$ cat config.mk
export PLATFORM = sky130hd
export DESIGN_NAME = mac_rx_ctrl
export DESIGN_NICKNAME = d
export VERILOG_FILES = /design/src/inc/mac_rx_pkg.sv /design/src/verilog/mii_sync.sv /design/src/verilog/addr_filter.sv /design/src/verilog/mac_rx_ctrl.sv
export VERILOG_INCLUDE_DIRS = /design/src /design/src/inc
export SDC_FILE = /design/constraint.sdc
export NUM_CORES = 1
export LEC_CHECK = 0
export BUFFER_PORTS_ARGS = -buffer_cell sky130_fd_sc_hd__buf_2
export CAP_MARGIN = 0
export CORE_UTILIZATION = 53
export DETAILED_ROUTE_END_ITERATION = 10
export GPL_TIMING_DRIVEN = 0
export HOLD_SLACK_MARGIN = 0.15
export PLACE_DENSITY = 0.74
export SLEW_MARGIN = 0
export SYNTH_ARGS = -nofsm -noshare
export SYNTH_HDL_FRONTEND = slang
export SYNTH_SLANG_ARGS = --single-unit
$ cat constraint.sdc
create_clock -name ref_clk -period 11.35 [get_ports ref_clk]
set_input_delay 2.27 -clock ref_clk [delete_from_list [all_inputs] [get_ports ref_clk]]
set_output_delay 2.27 -clock ref_clk [all_outputs]
set_load 0.005 [all_outputs]
$ cat src/inc/mac_rx_defs.svh
// Register offsets, field positions, reset values and frame length limits of the receive control block.
`ifndef MAC_RX_DEFS_SVH
`define MAC_RX_DEFS_SVH
`define OFS_RX_CFG 8'h00
`define OFS_TX_STAT 8'h04
`define OFS_IRQ_STAT 8'h08
`define OFS_IRQ_MASK 8'h0c
`define OFS_RX_AUX 8'h10
`define OFS_RX_CNT 8'h14
`define OFS_RX_STAT 8'h18
`define CFG_PROMISC 15
`define CFG_ALL_MCAST 13
`define CFG_REJ_MII 6
`define CFG_REJ_UND 3
`define CFG_REJ_FRAG 2
`define CFG_RUN 1
`define CFG_EN 0
`define CFG_WMASK 32'h0000a07f
`define CFG_RESET 32'h00000000
`define AUX_THR_HI 10
`define AUX_INV 16
`define AUX_HASH_LO 17
`define AUX_HASH_HI 18
`define AUX_WMASK 32'h000707ff
`define AUX_RESET 32'h00000040
`define TSR_FBE 31
`define TSR_STATE_LO 28
`define TSR_FLAGS_HI 14
`define TSR_RESET 32'h00000000
`define IRQ_STORED 0
`define IRQ_DROPPED 1
`define IRQ_RX_STOP 2
`define IRQ_TX_DONE 3
`define IRQ_FBE 4
`define MIN_FRAME_LEN 11'd64
`define LEN_MAX 11'h7ff
`endif

$ cat src/inc/mac_rx_pkg.sv
// Types shared by the receive control block and its helpers.
package mac_rx_pkg;
	typedef enum logic [2:0] {S_STOP, S_FETCH, S_READY, S_RECV, S_SUSP} rx_mode_t;
	typedef struct packed {
		logic [6:0] s1;
		logic [6:0] s2;
	} sync_state_t;
	typedef struct packed {
		rx_mode_t st;
		logic [31:0] cfg;
		logic [31:0] aux;
		logic [31:0] tsr;
		logic [4:0] irq;
		logic [4:0] mask;
		logic [15:0] und_cnt;
		logic [15:0] frag_cnt;
		logic [31:0] rx_stat;
		logic [31:0] prdata;
		logic clk_d;
		logic hi_nib;
		logic [3:0] nib;
		logic [10:0] len;
		logic [47:0] da;
		logic err;
		logic in_frame;
		logic fwd;
		logic [7:0] wdat;
		logic wval;
		logic fend;
		logic keep;
	} rx_state_t;
endpackage : mac_rx_pkg

$ cat src/verilog/mii_sync.sv
// Two-stage synchroniser for the receive pins of the PHY link.
`timescale 1ns/1ns
module mii_sync (
	input wire logic ref_clk,
	input wire logic rst,
	input wire logic [6:0] pins,
	output logic [6:0] pins_sync
);
	import mac_rx_pkg::*;
	sync_state_t q_r;
	sync_state_t q_nxt;

	// The first stage feeds only the second.
	always_comb begin
		q_nxt.s1 = pins;
		q_nxt.s2 = q_r.s1;
	end

	// State register.
	always_ff @(posedge ref_clk or posedge rst) begin
		if (rst) begin
			q_r <= '0;
		end else begin
			q_r <= q_nxt;
		end
	end

	assign pins_sync = q_r.s2;
endmodule : mii_sync

$ cat src/verilog/addr_filter.sv
// Destination address filter: mode selection and hash index.
`timescale 1ns/1ns
module addr_filter (
	input wire logic [47:0] dest_addr,
	input wire logic promiscuous_select,
	input wire logic pass_all_multicast,
	input wire logic inverse_filter_select,
	input wire logic [1:0] hash_mode_select,
	input wire logic perfect_hit,
	input wire logic hash_bit,
	output logic [8:0] hash_index,
	output logic accept
);
	import mac_rx_pkg::*;

	// CRC over the address in wire order, low bit of the first byte first.
	function automatic logic [31:0] addr_crc(input logic [47:0] a);
		logic [31:0] c;
		logic b;
		c = 32'hffffffff;
		for (int i = 0; i < 48; i++) begin
			b = a[40 - 8 * (i / 8) + (i % 8)] ^ c[0];
			c = {1'b0, c[31:1]} ^ (b ? 32'hedb88320 : 32'h00000000);
		end
		return c;
	endfunction : addr_crc

	logic [31:0] crc_full;

	// The nine low CRC bits pick one bit of the external table.
	assign crc_full = addr_crc(dest_addr);
	assign hash_index = crc_full[8:0];

	// Mode selection; promiscuous overrides everything, then all-multicast.
	always_comb begin
		if (promiscuous_select) begin
			accept = 1'b1;
		end else if (pass_all_multicast) begin
			accept = dest_addr[40] | perfect_hit;
		end else if (hash_mode_select[1]) begin
			accept = hash_bit;
		end else if (hash_mode_select[0]) begin
			accept = dest_addr[40] ? hash_bit : perfect_hit;
		end else if (inverse_filter_select) begin
			accept = ~perfect_hit;
		end else begin
			accept = perfect_hit;
		end
	end
endmodule : addr_filter

$ cat src/verilog/mac_rx_ctrl.sv
// Receive control and transmit status of the MAC, with APB registers.
// Operation
// - Config bit 3 rejects undersized frames, bit 2 fragments; both reset low.
// - Event counters count errors whatever the reject bits say.
// - The run bit does nothing while the port enable bit is low.
// - Run with enable starts reception: descriptor fetched before any data moves.
// - Clearing run stops reception, but a frame in progress completes first.
// - The MAC clears the run bit itself when reception stops on error.
// - Suspended for lack of descriptor, reception resumes when a frame arrives.
// - Event counters keep updating while the port is disabled.
// - Rejected frames below the start threshold are discarded, otherwise stored with status.
// - Promiscuous accepts everything; otherwise all-multicast accepts every multicast frame.
// - Otherwise perfect, inverse, hash-plus-perfect or hash-only filtering by selects.
// - Transmit status updates only when a frame ends or aborts; bits 30:28 here follow the transmit state every cycle.
// - Transmit status register reads all zeros after reset.
// - Transmit status bits 30:28 show the transmit process state.
// - Bit 31 flags a fatal bus error and all bus access stops; here only desc_req and mem_wr_valid stop.
//
// Our own choices: the APB slave port and the register offsets.
`timescale 1ns/1ns
`include "mac_rx_defs.svh"
module mac_rx_ctrl (
	input wire logic ref_clk,
	input wire logic rst,
	input wire logic psel,
	input wire logic penable,
	input wire logic pwrite,
	input wire logic [7:0] paddr,
	input wire logic [31:0] pwdata,
	output logic [31:0] prdata,
	output logic pready,
	output logic pslverr,
	input wire logic mii_rx_clk,
	input wire logic mii_rx_dv,
	input wire logic mii_rx_er,
	input wire logic [3:0] mii_rxd,
	output logic desc_req,
	input wire logic desc_ack,
	input wire logic desc_avail,
	output logic mem_wr_valid,
	output logic [7:0] mem_wr_data,
	output logic mem_frame_end,
	output logic mem_frame_keep,
	input wire logic mem_bus_err,
	output logic [47:0] dest_addr,
	input wire logic perfect_hit,
	input wire logic hash_bit,
	output logic [8:0] hash_index,
	input wire logic [2:0] tx_process_state,
	input wire logic tx_end,
	input wire logic [14:0] tx_flags,
	input wire logic tx_bus_err,
	output logic bus_access_en,
	output logic irq
);
	import mac_rx_pkg::*;
	rx_state_t q_r;
	rx_state_t q_nxt;
	logic [6:0] pin_s;
	logic accept;
	logic run_eff;
	logic rx_edge;
	logic fstart;
	logic fdone;
	logic short_f;
	logic is_und;
	logic is_frag;
	logic rej;
	logic below_thr;
	logic wr;
	logic [7:0] byte_in;
	logic [10:0] len_inc;
	logic bus_err;

	// Link pins pass two flip-flops before use.
	mii_sync u_sync (
		.ref_clk(ref_clk),
		.rst(rst),
		.pins({mii_rx_clk, mii_rx_dv, mii_rx_er, mii_rxd}),
		.pins_sync(pin_s)
	);

	addr_filter u_filt (
		.dest_addr(q_r.da),
		.promiscuous_select(q_r.cfg[`CFG_PROMISC]),
		.pass_all_multicast(q_r.cfg[`CFG_ALL_MCAST]),
		.inverse_filter_select(q_r.aux[`AUX_INV]),
		.hash_mode_select(q_r.aux[`AUX_HASH_HI:`AUX_HASH_LO]),
		.perfect_hit(perfect_hit),
		.hash_bit(hash_bit),
		.hash_index(hash_index),
		.accept(accept)
	);

	// Frame events seen on a rising edge of the sampled link clock.
	assign run_eff = q_r.cfg[`CFG_RUN] & q_r.cfg[`CFG_EN];
	assign rx_edge = pin_s[6] & ~q_r.clk_d;
	assign fstart = rx_edge & pin_s[5] & ~q_r.in_frame;
	assign fdone = rx_edge & ~pin_s[5] & q_r.in_frame;
	assign short_f = q_r.len < `MIN_FRAME_LEN;
	assign is_und = short_f & ~q_r.err;
	assign is_frag = short_f & q_r.err;
	assign rej = (q_r.cfg[`CFG_REJ_UND] & is_und) | (q_r.cfg[`CFG_REJ_FRAG] & is_frag)
		| (q_r.cfg[`CFG_REJ_MII] & q_r.err);
	assign below_thr = q_r.len < q_r.aux[`AUX_THR_HI:0];
	assign wr = psel & penable & pwrite;
	assign byte_in = {pin_s[3:0], q_r.nib};
	assign len_inc = (q_r.len == `LEN_MAX) ? q_r.len : q_r.len + 11'd1;
	assign bus_err = mem_bus_err & q_r.tsr[`TSR_FBE] == 1'b0;

	// Next-state logic for the whole block.
	always_comb begin
		q_nxt = q_r;
		q_nxt.clk_d = pin_s[6];
		q_nxt.wval = 1'b0;
		q_nxt.fend = 1'b0;
		// Register read data is captured in the setup phase.
		if (psel & ~penable) begin
			if (paddr == `OFS_RX_CFG) begin
				q_nxt.prdata = q_r.cfg;
			end else if (paddr == `OFS_TX_STAT) begin
				q_nxt.prdata = q_r.tsr;
			end else if (paddr == `OFS_IRQ_STAT) begin
				q_nxt.prdata = {27'h0, q_r.irq};
			end else if (paddr == `OFS_IRQ_MASK) begin
				q_nxt.prdata = {27'h0, q_r.mask};
			end else if (paddr == `OFS_RX_AUX) begin
				q_nxt.prdata = q_r.aux;
			end else if (paddr == `OFS_RX_CNT) begin
				q_nxt.prdata = {q_r.frag_cnt, q_r.und_cnt};
			end else if (paddr == `OFS_RX_STAT) begin
				q_nxt.prdata = q_r.rx_stat;
			end else begin
				q_nxt.prdata = 32'h00000000;
			end
		end
		// Register writes; hardware events below override them.
		if (wr) begin
			if (paddr == `OFS_RX_CFG) begin
				q_nxt.cfg = pwdata & `CFG_WMASK;
			end else if (paddr == `OFS_TX_STAT) begin
				q_nxt.tsr[`TSR_FBE] = pwdata[`TSR_FBE];
			end else if (paddr == `OFS_IRQ_STAT) begin
				q_nxt.irq = q_r.irq & ~pwdata[4:0];
			end else if (paddr == `OFS_IRQ_MASK) begin
				q_nxt.mask = pwdata[4:0];
			end else if (paddr == `OFS_RX_AUX) begin
				q_nxt.aux = pwdata & `AUX_WMASK;
			end
		end
		// Transmit state mirrors live; flags load only when a frame ends.
		q_nxt.tsr[30:`TSR_STATE_LO] = tx_process_state;
		if (tx_end) begin
			q_nxt.tsr[`TSR_FLAGS_HI:0] = tx_flags;
			q_nxt.irq[`IRQ_TX_DONE] = 1'b1;
		end
		if (tx_bus_err | mem_bus_err) begin
			q_nxt.tsr[`TSR_FBE] = 1'b1;
			q_nxt.irq[`IRQ_FBE] = 1'b1;
		end
		// Nibble assembly and frame tracking run whatever the port enable.
		if (rx_edge & pin_s[5]) begin
			if (fstart) begin
				q_nxt.in_frame = 1'b1;
				q_nxt.len = 11'd0;
				q_nxt.err = pin_s[4];
				q_nxt.fwd = q_r.st == S_READY & run_eff;
				q_nxt.nib = pin_s[3:0];
				q_nxt.hi_nib = 1'b1;
			end else if (~q_r.hi_nib) begin
				q_nxt.nib = pin_s[3:0];
				q_nxt.hi_nib = 1'b1;
				q_nxt.err = q_r.err | pin_s[4];
			end else begin
				q_nxt.hi_nib = 1'b0;
				q_nxt.err = q_r.err | pin_s[4];
				q_nxt.len = len_inc;
				if (q_r.len < 11'd6) begin
					q_nxt.da = {q_r.da[39:0], byte_in};
				end
				q_nxt.wdat = byte_in;
				q_nxt.wval = q_r.fwd & q_r.st == S_RECV & bus_access_en & ~(tx_bus_err | mem_bus_err);
			end
		end
		// Frame end: counters, discard decision and receive status.
		if (fdone) begin
			q_nxt.in_frame = 1'b0;
			if (is_und) begin
				q_nxt.und_cnt = q_r.und_cnt + 16'd1;
			end
			if (is_frag) begin
				q_nxt.frag_cnt = q_r.frag_cnt + 16'd1;
			end
			if (q_r.fwd & q_r.st == S_RECV) begin
				q_nxt.fend = 1'b1;
				q_nxt.keep = accept & ~(rej & below_thr);
				if (accept & ~(rej & below_thr)) begin
					q_nxt.rx_stat = {12'h0, q_r.err, is_frag, is_und, accept, 5'h0, q_r.len};
					q_nxt.irq[`IRQ_STORED] = 1'b1;
				end else begin
					q_nxt.irq[`IRQ_DROPPED] = 1'b1;
				end
			end
		end
		// Reception process.
		case (q_r.st)
			S_STOP: begin
				if (run_eff) begin
					q_nxt.st = S_FETCH;
				end
			end
			S_FETCH: begin
				if (~run_eff) begin
					q_nxt.st = S_STOP;
				end else if (desc_ack) begin
					q_nxt.st = desc_avail ? S_READY : S_SUSP;
				end
			end
			S_READY: begin
				if (~run_eff) begin
					q_nxt.st = S_STOP;
				end else if (fstart) begin
					q_nxt.st = S_RECV;
				end
			end
			S_RECV: begin
				if (fdone | ~q_r.fwd) begin
					q_nxt.st = run_eff ? S_FETCH : S_STOP;
				end
			end
			S_SUSP: begin
				if (~run_eff) begin
					q_nxt.st = S_STOP;
				end else if (fstart) begin
					q_nxt.st = S_FETCH;
				end
			end
			default: begin
				q_nxt.st = S_STOP;
			end
		endcase
		// An error stop clears run; the driver must set it again.
		if (bus_err) begin
			q_nxt.st = S_STOP;
			q_nxt.cfg[`CFG_RUN] = 1'b0;
			q_nxt.irq[`IRQ_RX_STOP] = 1'b1;
		end
	end

	// State register; every field has a constant reset value.
	always_ff @(posedge ref_clk or posedge rst) begin
		if (rst) begin
			q_r <= '0;
			q_r.st <= S_STOP;
			q_r.cfg <= `CFG_RESET;
			q_r.aux <= `AUX_RESET;
			q_r.tsr <= `TSR_RESET;
		end else begin
			q_r <= q_nxt;
		end
	end

	// Outputs.
	assign bus_access_en = ~q_r.tsr[`TSR_FBE];
	assign desc_req = q_r.st == S_FETCH & bus_access_en;
	assign mem_wr_valid = q_r.wval;
	assign mem_wr_data = q_r.wdat;
	assign mem_frame_end = q_r.fend;
	assign mem_frame_keep = q_r.keep;
	assign dest_addr = q_r.da;
	assign prdata = q_r.prdata;
	assign pready = psel & penable;
	assign pslverr = psel & penable & paddr > `OFS_RX_STAT | psel & penable & paddr[1:0] != 2'b00;
	assign irq = |(q_r.irq & q_r.mask);
endmodule : mac_rx_ctrl

==> metrics.md, run 1 <==
| Metric | Value |
|---|---|
| Setup_tns | `0 ns` |
| Max VDD drop | `2.04 mV` |
| CTS-repair resized insts | `0` |
| Die area | `about 0.026 mm²` |
| Total track usage | `about a quarter` |
| Worst path required time | `between 9 and 10 ns` |
| HP Class | `reg -> reg` |
| Die height | `between 150 and 200 µm` |
| Cell Area, Placed | `~0.015 mm²` |
| Drt wl/cell | `~18 µm` |
| DRC | `0` |
| Worst-Margin Slew | `about 0.89 ns` |
| Critical path peak fanout | `7` |
| TritonCTS Sinks | `~230` |
| Yosys reg bits | `about 230` |
| Ys Warns | `0` |
| FF-to-FF path depth | `13` |
| WL final | `approximately 30 mm` |
| Largest net degree at the start of global routing | `125` |
| Setup violators final | `0` |
| DR vias | `between 8000 and 9000` |
| Initial DRC count | `between 400 and 500` |
| Asr flop ratio synth | `between 90% and 100%` |
| Relative slew slack | `between 40% and 50%` |
| R2R Path End | `q_r[113]` |
| Number of setup buffers added after CTS | `0` |
| Ys flop type | `dfrtp_1` |
| Nets@finish | `around 1400` |
| # port buffers | `~170` |
| Placer Congestion | `between 0.9 and 1` |
| Hold Path Depth | `0` |
| Power per cell area | `just over 400 mW/mm²` |
| Worst Hold Launch | `u_sync.q_nxt[0]` |
| Initial antenna violation count | `0` |
| CTS tree | `built` |
| Leak Pwr | `about 7.1 nW` |
| Fmax | `0.149 GHz` |
| Hold Path End | `u_sync.pins_sync[0]` |
| Unrepaired setup endpoints after global routing | `no` |
| Mapped Avg Cell Area | `between 10 and 15 µm²` |
| Cell row count | `57` |
| First-pass GRT wire length | `approximately 48 mm` |
| Final period util | `59.0%` |
| Register area share after synthesis | `42.8%` |
| Clk root buf | `clkbuf_16` |
| Final number of hold-violating endpoints | `0` |
| Arr. time, crit path | `around 4.4 ns` |
| H-tree levels | `1` |
| Number of max-cap violations | `0` |
| Layout cells sized above 1 | `a little over a third` |
| Clk slew on worst S/H paths | `about 0.060 ns` |
| Flop2flop setup slack | `7.57 ns` |
| Number of global-route vias before repair | `8839` |
| Die extent in x | `approximately 160 µm` |
| Pins Over Slew Limit | `0` |
| Synth Cell Area | `~0.013 mm²` |
| Vias per Instance | `5.19` |
| Outcome | `finished clean` |
| Initial core utilization | `~54%` |
| CTS Buf Count | `23` |
| CTS Buffer Depth | `3` |
| Post-DP HPWL | `between 20 and 25 mm` |
| Number of synthesized flops with an enable pin | `0` |
| Tmin final | `6.69 ns` |
| Area delta synth->final | `15.6%` |
| Post-CTS Hold Buffers | `0` |
| Startpoint Class | `flip-flop` |
| CP Class | `reg -> out` |
| Gr ovfl total | `0` |
| R2R Path Start | `q_r[63]` |
| Skew final | `0.0251 ns` |
| Worst skew pair latency | `0.52 ns` |
| Antenna viol nets, final | `0` |
| Io pins | `about 180` |
| Final Cell Area | `roughly 0.015 mm²` |
| ANT cells | `0` |
| Detailed-router iteration count before antenna repair | `6` |
| Core area | `between 0.02 and 0.025 mm²` |
| Mapped Cells | `1158` |
| Syn_nets | `between 1000 and 1500` |
| Crit. End Element | `output port` |
| Synth unique cells | `56` |
-- power by group --
part | switching, W | internal, W | total (W)
registers | 0.0000952 | 0.000886 | 0.000981
clock network | 0.000316 | 0.000474 | 0.000790
logic | 0.00201 | 0.00251 | 0.00452
total | 0.00242 | 0.00387 | 0.00629
-- final cells by class --
class,instances,area (µm²)
multi-input cells,774,6620
clock inverters,10,129
fillers,1928,9130
clock buffers,32,659
well taps,324,405
inverters,21,86.3
flip-flops and latches,227,5680
repair buffers,167,861
plain buffers,136,885
-- cells in the final DEF, fill, tap and decap left out, types with 23 or more instances in the layout --
| cell type | instances |
|---|---|
| dfrtp_1 | 226 |
| xnor2_1 | 217 |
| buf_2 | 170 |
| mux2_2 | 118 |
| buf_4 | 93 |
| nand2_1 | 77 |
| xor2_1 | 56 |
| nor2_1 | 36 |
| o21ai_0 | 35 |
| clkbuf_1 | 34 |
| xnor2_2 | 27 |
| clkbuf_16 | 23 |
-- metal layers --
layer | wire length [µm] | vias up | GRT usage [%] | share of wire, %
met5 | 0 | - | 0 | 0
met2 | 15800 | 229 | 43.6 | 53
li1 | - | 4179 | - | -
met1 | 12200 | 4313 | 28.9 | 41
met4 | 753 | 0 | 7.19 | 2.5
met3 | 1110 | 52 | 2.42 | 3.7
-- synthesized netlist by cell type (2+ instances only) --
| cell type | n | area share (%) |
|---|---|---|
| a211oi_1 | 5 | 0.28 |
| a21o_1 | 14 | 0.79 |
| a21oi_1 | 16 | 0.60 |
| a222oi_1 | 8 | 0.60 |
| a22oi_1 | 19 | 1.1 |
| a31oi_1 | 3 | 0.14 |
| and2_1 | 5 | 0.24 |
| and3_1 | 8 | 0.38 |
| and4_1 | 2 | 0.13 |
| buf_1 | 6 | 0.17 |
| buf_2 | 5 | 0.19 |
| buf_4 | 92 | 5.2 |
| buf_6 | 3 | 0.25 |
| clkbuf_1 | 30 | 0.85 |
| dfrtp_1 | 226 | 43 |
| ha_1 | 13 | 1.2 |
| inv_1 | 21 | 0.59 |
| mux2_2 | 118 | 10 |
| mux2i_1 | 9 | 0.68 |
| mux4_2 | 3 | 0.51 |
| nand2_1 | 77 | 2.2 |
| nand2b_1 | 5 | 0.24 |
| nand3_1 | 22 | 0.83 |
| nand4_1 | 9 | 0.42 |
| nor2_1 | 36 | 1.0 |
| nor2b_1 | 5 | 0.24 |
| nor3_1 | 11 | 0.42 |
| nor3b_1 | 5 | 0.28 |
| nor4_1 | 3 | 0.14 |
| o21a_1 | 2 | 0.11 |
| o21ai_0 | 35 | 1.3 |
| o31ai_1 | 3 | 0.17 |
| or2_2 | 2 | 0.094 |
| or4_1 | 2 | 0.11 |
| xnor2_1 | 217 | 14 |
| xnor2_2 | 27 | 3.3 |
| xnor2_4 | 8 | 1.7 |
| xnor3_1 | 3 | 0.51 |
| xor2_1 | 56 | 3.7 |
| xor2_2 | 7 | 0.86 |
| xor2_4 | 2 | 0.42 |
-- stage by stage --
stage               instances  hold WS (ns)  power (W)  util [%]  setup WS (ns)
finish                   1691         0.350    0.00629      62.7           4.66
global route             1691         0.356    0.00667      62.7           4.38
CTS                      1691         0.350    0.00635      62.7           4.62
detailed placement       1649         0.336    0.00555      59.4           5.19
global placement         1647         0.333    0.00547      59.2          0.440
floorplan                1158         0.331    0.00436         -           2.86
-- cell families after synthesis --
group / count (synthesis) / synth area share [%]
adders and majority gates: 13 / 1.23
and+or+nand+nor: 197 / 7.00
muxes: 130 / 11.2
buffers and inverters: 157 / 7.26
xor gates and xnor gates: 320 / 24.8
DFF: 227 / 42.8
AOI/OAI and AO/OA: 114 / 5.67
-- worst max path at each step --
stage                  start              end
5_1_grt        dest_addr[33]    hash_index[8]
6_report       dest_addr[33]    hash_index[8]
4_1_cts        dest_addr[33]    hash_index[8]
2_1_floorplan            rst       byte_in[0]
3_3_place_gp             rst  u_sync.q_nxt[1]
3_5_place_dp   dest_addr[33]    hash_index[8]
-- flip-flops by register name, summed over array words and instances, names as in the netlist --
name / count
mem_wr_valid: 1
u_sync.q_nxt: 7
u_sync.pins_sync: 7
byte_in: 4
dest_addr: 48
mem_wr_data: 8
prdata: 32
mem_frame_keep: 1
q_r: 118
mem_frame_end: 1
-- worst max-delay path, cell delays in order, from the launching register on --
cell	delay, ns
dfrtp_1	0.37
buf_2	0.20
xnor2_2	0.40
xnor2_1	0.23
xor2_1	0.29
xor2_1	0.14
xnor2_1	0.46
xor2_1	0.32
xnor2_1	0.16
xnor2_1	0.29
xnor2_1	0.17
xnor2_1	0.32
xnor2_1	0.18
xnor3_1	0.24
buf_2	0.14
Note: power is estimated with default switching activity, not from simulation.
==> run 2, diff against run 1 <==
==> constraint.sdc (replaced) <==
create_clock -name ref_clk -period 6.5 [get_ports ref_clk]
set_input_delay 1.3 -clock ref_clk [delete_from_list [all_inputs] [get_ports ref_clk]]
set_output_delay 1.3 -clock ref_clk [all_outputs]
set_load 0.005 [all_outputs]
==> metrics.md, run 2 (synthesis results as in run 1) <==
| Metric | Value |
|---|---|
| Outcome | `finished clean` |
| CTS-repair resized insts | `0` |
| R2R Path End | `q_r[115]` |
| H-tree levels | `1` |
| Power per cell area | `717 mW/mm²` |
| WL final | `roughly 30 mm` |
| Total track usage | `about a quarter` |
| Post-DP HPWL | `between 20 and 25 mm` |
| Post-CTS Hold Buffers | `0` |
| Int Power | `just under 0.007 W` |
| Most common cell after layout, fill and taps aside | `dfrtp_1` |
| Unrepaired setup endpoints after global routing | `no` |
| Cell row count | `57` |
| DRC | `0` |
| Worst-Margin Slew | `just under 0.9 ns` |
| Drt wl/cell | `~18 µm` |
| Worst Hold Launch | `u_sync.q_nxt[4]` |
| Tmin final | `~5.7 ns` |
| Area of the multi-input gates | `about 0.0066 mm²` |
| DR vias | `between 8000 and 9000` |
| Fin cells | `roughly 1700` |
| Placer Congestion | `about 0.9` |
| Placed insts | `around 1700` |
| Pins Over Slew Limit | `0` |
| Max VDD drop | `between 3 and 4 mV` |
| Die extent in x | `roughly 160 µm` |
| Hold Path End | `u_sync.pins_sync[4]` |
| Number of max-cap violations | `0` |
| Most frequent cells in the layout | `dfrtp_1, xnor2_1, buf_2` |
| Nets@finish | `~1400` |
| Power share of the combinational group | `about 72%` |
| Fmax | `roughly 0.17 GHz` |
| CP Class | `reg -> out` |
| Setup violators final | `0` |
| Vias per Instance | `5.19` |
| Tot Pwr | `0.0111 W` |
| CTS Buffer Depth | `3` |
| CTS Buf Count | `23` |
| Core area | `between 0.02 and 0.025 mm²` |
| Fillers | `between 1500 and 2000` |
| R2R Path Start | `q_r[63]` |
| Flop2flop setup slack | `between 2 and 3 ns` |
| Startpoint Class | `flip-flop` |
| Worst skew pair latency | `~0.50 ns` |
| Crit. End Element | `output port` |
| Register Area | `0.00568 mm²` |
| Relative slew slack | `41.5%` |
| CTS tree | `built` |
| TritonCTS Sinks | `~230` |
| Clk root buf | `clkbuf_16` |
| Io pins | `182` |
| ANT cells | `0` |
| Clk pwr share | `about an eighth` |
| Arr. time, crit path | `4.45 ns` |
| Initial core utilization | `54.2%` |
| Number of global-route vias before repair | `roughly 9000` |
| Sequential power share | `between 15 and 20%` |
| NetSw | `around 0.0043 W` |
| Hold Path Depth | `0` |
| Largest net degree at the start of global routing | `44` |
| Switching Share | `38.5%` |
| Final number of hold-violating endpoints | `0` |
| Gr ovfl total | `0` |
| Critical path peak fanout | `7` |
| Die area | `~0.026 mm²` |
| Antenna viol nets, final | `0` |
| Skew final | `0.0159 ns` |
| FF-to-FF path depth | `13` |
| Most flop-heavy register | `q_r` |
| Initial DRC count | `around 460` |
| Detailed-router iteration count before antenna repair | `5` |
| Initial antenna violation count | `0` |
| Clk slew on worst S/H paths | `about 0.070 ns` |
| First-pass GRT wire length | `~48 mm` |
| Die height | `around 160 µm` |
| Area delta synth->final | `16.3%` |
| Final period util | `~88%` |
| # port buffers | `approximately 170` |
| Worst path required time | `about 5.2 ns` |
| Setup_tns | `0 ns` |
| Number of setup buffers added after CTS | `0` |
| Leak Pwr | `approximately 7 nW` |
| Layout cells sized above 1 | `around a third` |
| Max reg flops | `approximately 120` |
| HP Class | `reg -> reg` |
## run 2: area by class of cell
cell class	instances	share of cell area [%]
inverter	21	0.536
clock inverter	13	1.07
multi-input combinational	774	42.9
timing repair buffer	171	6.05
sequential	227	36.8
clock buffer	28	4.18
buffer	136	5.74
tap	324	2.63
## run 2: power groups by stage
stage          logic, W  clock network, W  registers (W)
6_report        0.00793           0.00141        0.00172
4_1_cts         0.00803           0.00143        0.00172
5_1_grt         0.00851           0.00148        0.00174
3_3_place_gp    0.00783                 0        0.00174
2_1_floorplan   0.00595                 0        0.00167
3_5_place_dp    0.00799                 0        0.00174
## run 2: layer usage
layer / GRT usage, % / wire (µm) / vias up
met4: 6.49 / 706 / 0
li1: - / - / 4193
met2: 44.5 / 15800 / 224
met5: 0 / 0 / -
met3: 2.73 / 1100 / 37
met1: 28.6 / 12200 / 4330
## run 2: per-stage QoR
| stage | setup WS [ns] | hold slack [ns] | instance area [µm²] | utilization, % |
|---|---|---|---|---|
| 4_1_cts | 0.714 | 0.350 | 15400 | 63.0 |
| 5_1_grt | 0.556 | 0.359 | 15400 | 63.0 |
| 3_5_place_dp | 1.28 | 0.335 | 14600 | 59.7 |
| 6_report | 0.755 | 0.349 | 15400 | 63.0 |
| 3_3_place_gp | 0.930 | 0.334 | 14500 | 59.3 |
| 2_1_floorplan | 1.97 | 0.331 | 13300 | - |
## run 2: how the worst max path moves through the flow
stage	startpoint	slack (ns)	depth (start not counted)	endpoint
floorplan	dest_addr[33]	1.97	12	hash_index[8]
global placement	rst	0.93	2	q_r[194]
detailed placement	dest_addr[33]	1.28	14	hash_index[8]
CTS	dest_addr[33]	0.71	13	hash_index[8]
global route	dest_addr[33]	0.56	13	hash_index[8]
finish	dest_addr[33]	0.75	14	hash_index[8]
## run 2: worst max-delay path, stage by stage (launching register included)
cell	delay (ns)
dfrtp_1	0.37
buf_2	0.20
xnor2_2	0.39
xnor2_1	0.25
xor2_1	0.29
xor2_1	0.15
xnor2_1	0.47
xor2_1	0.32
xnor2_1	0.17
xnor2_1	0.30
xnor2_1	0.17
xnor2_1	0.30
xnor2_1	0.18
xnor3_1	0.24
buf_2	0.13
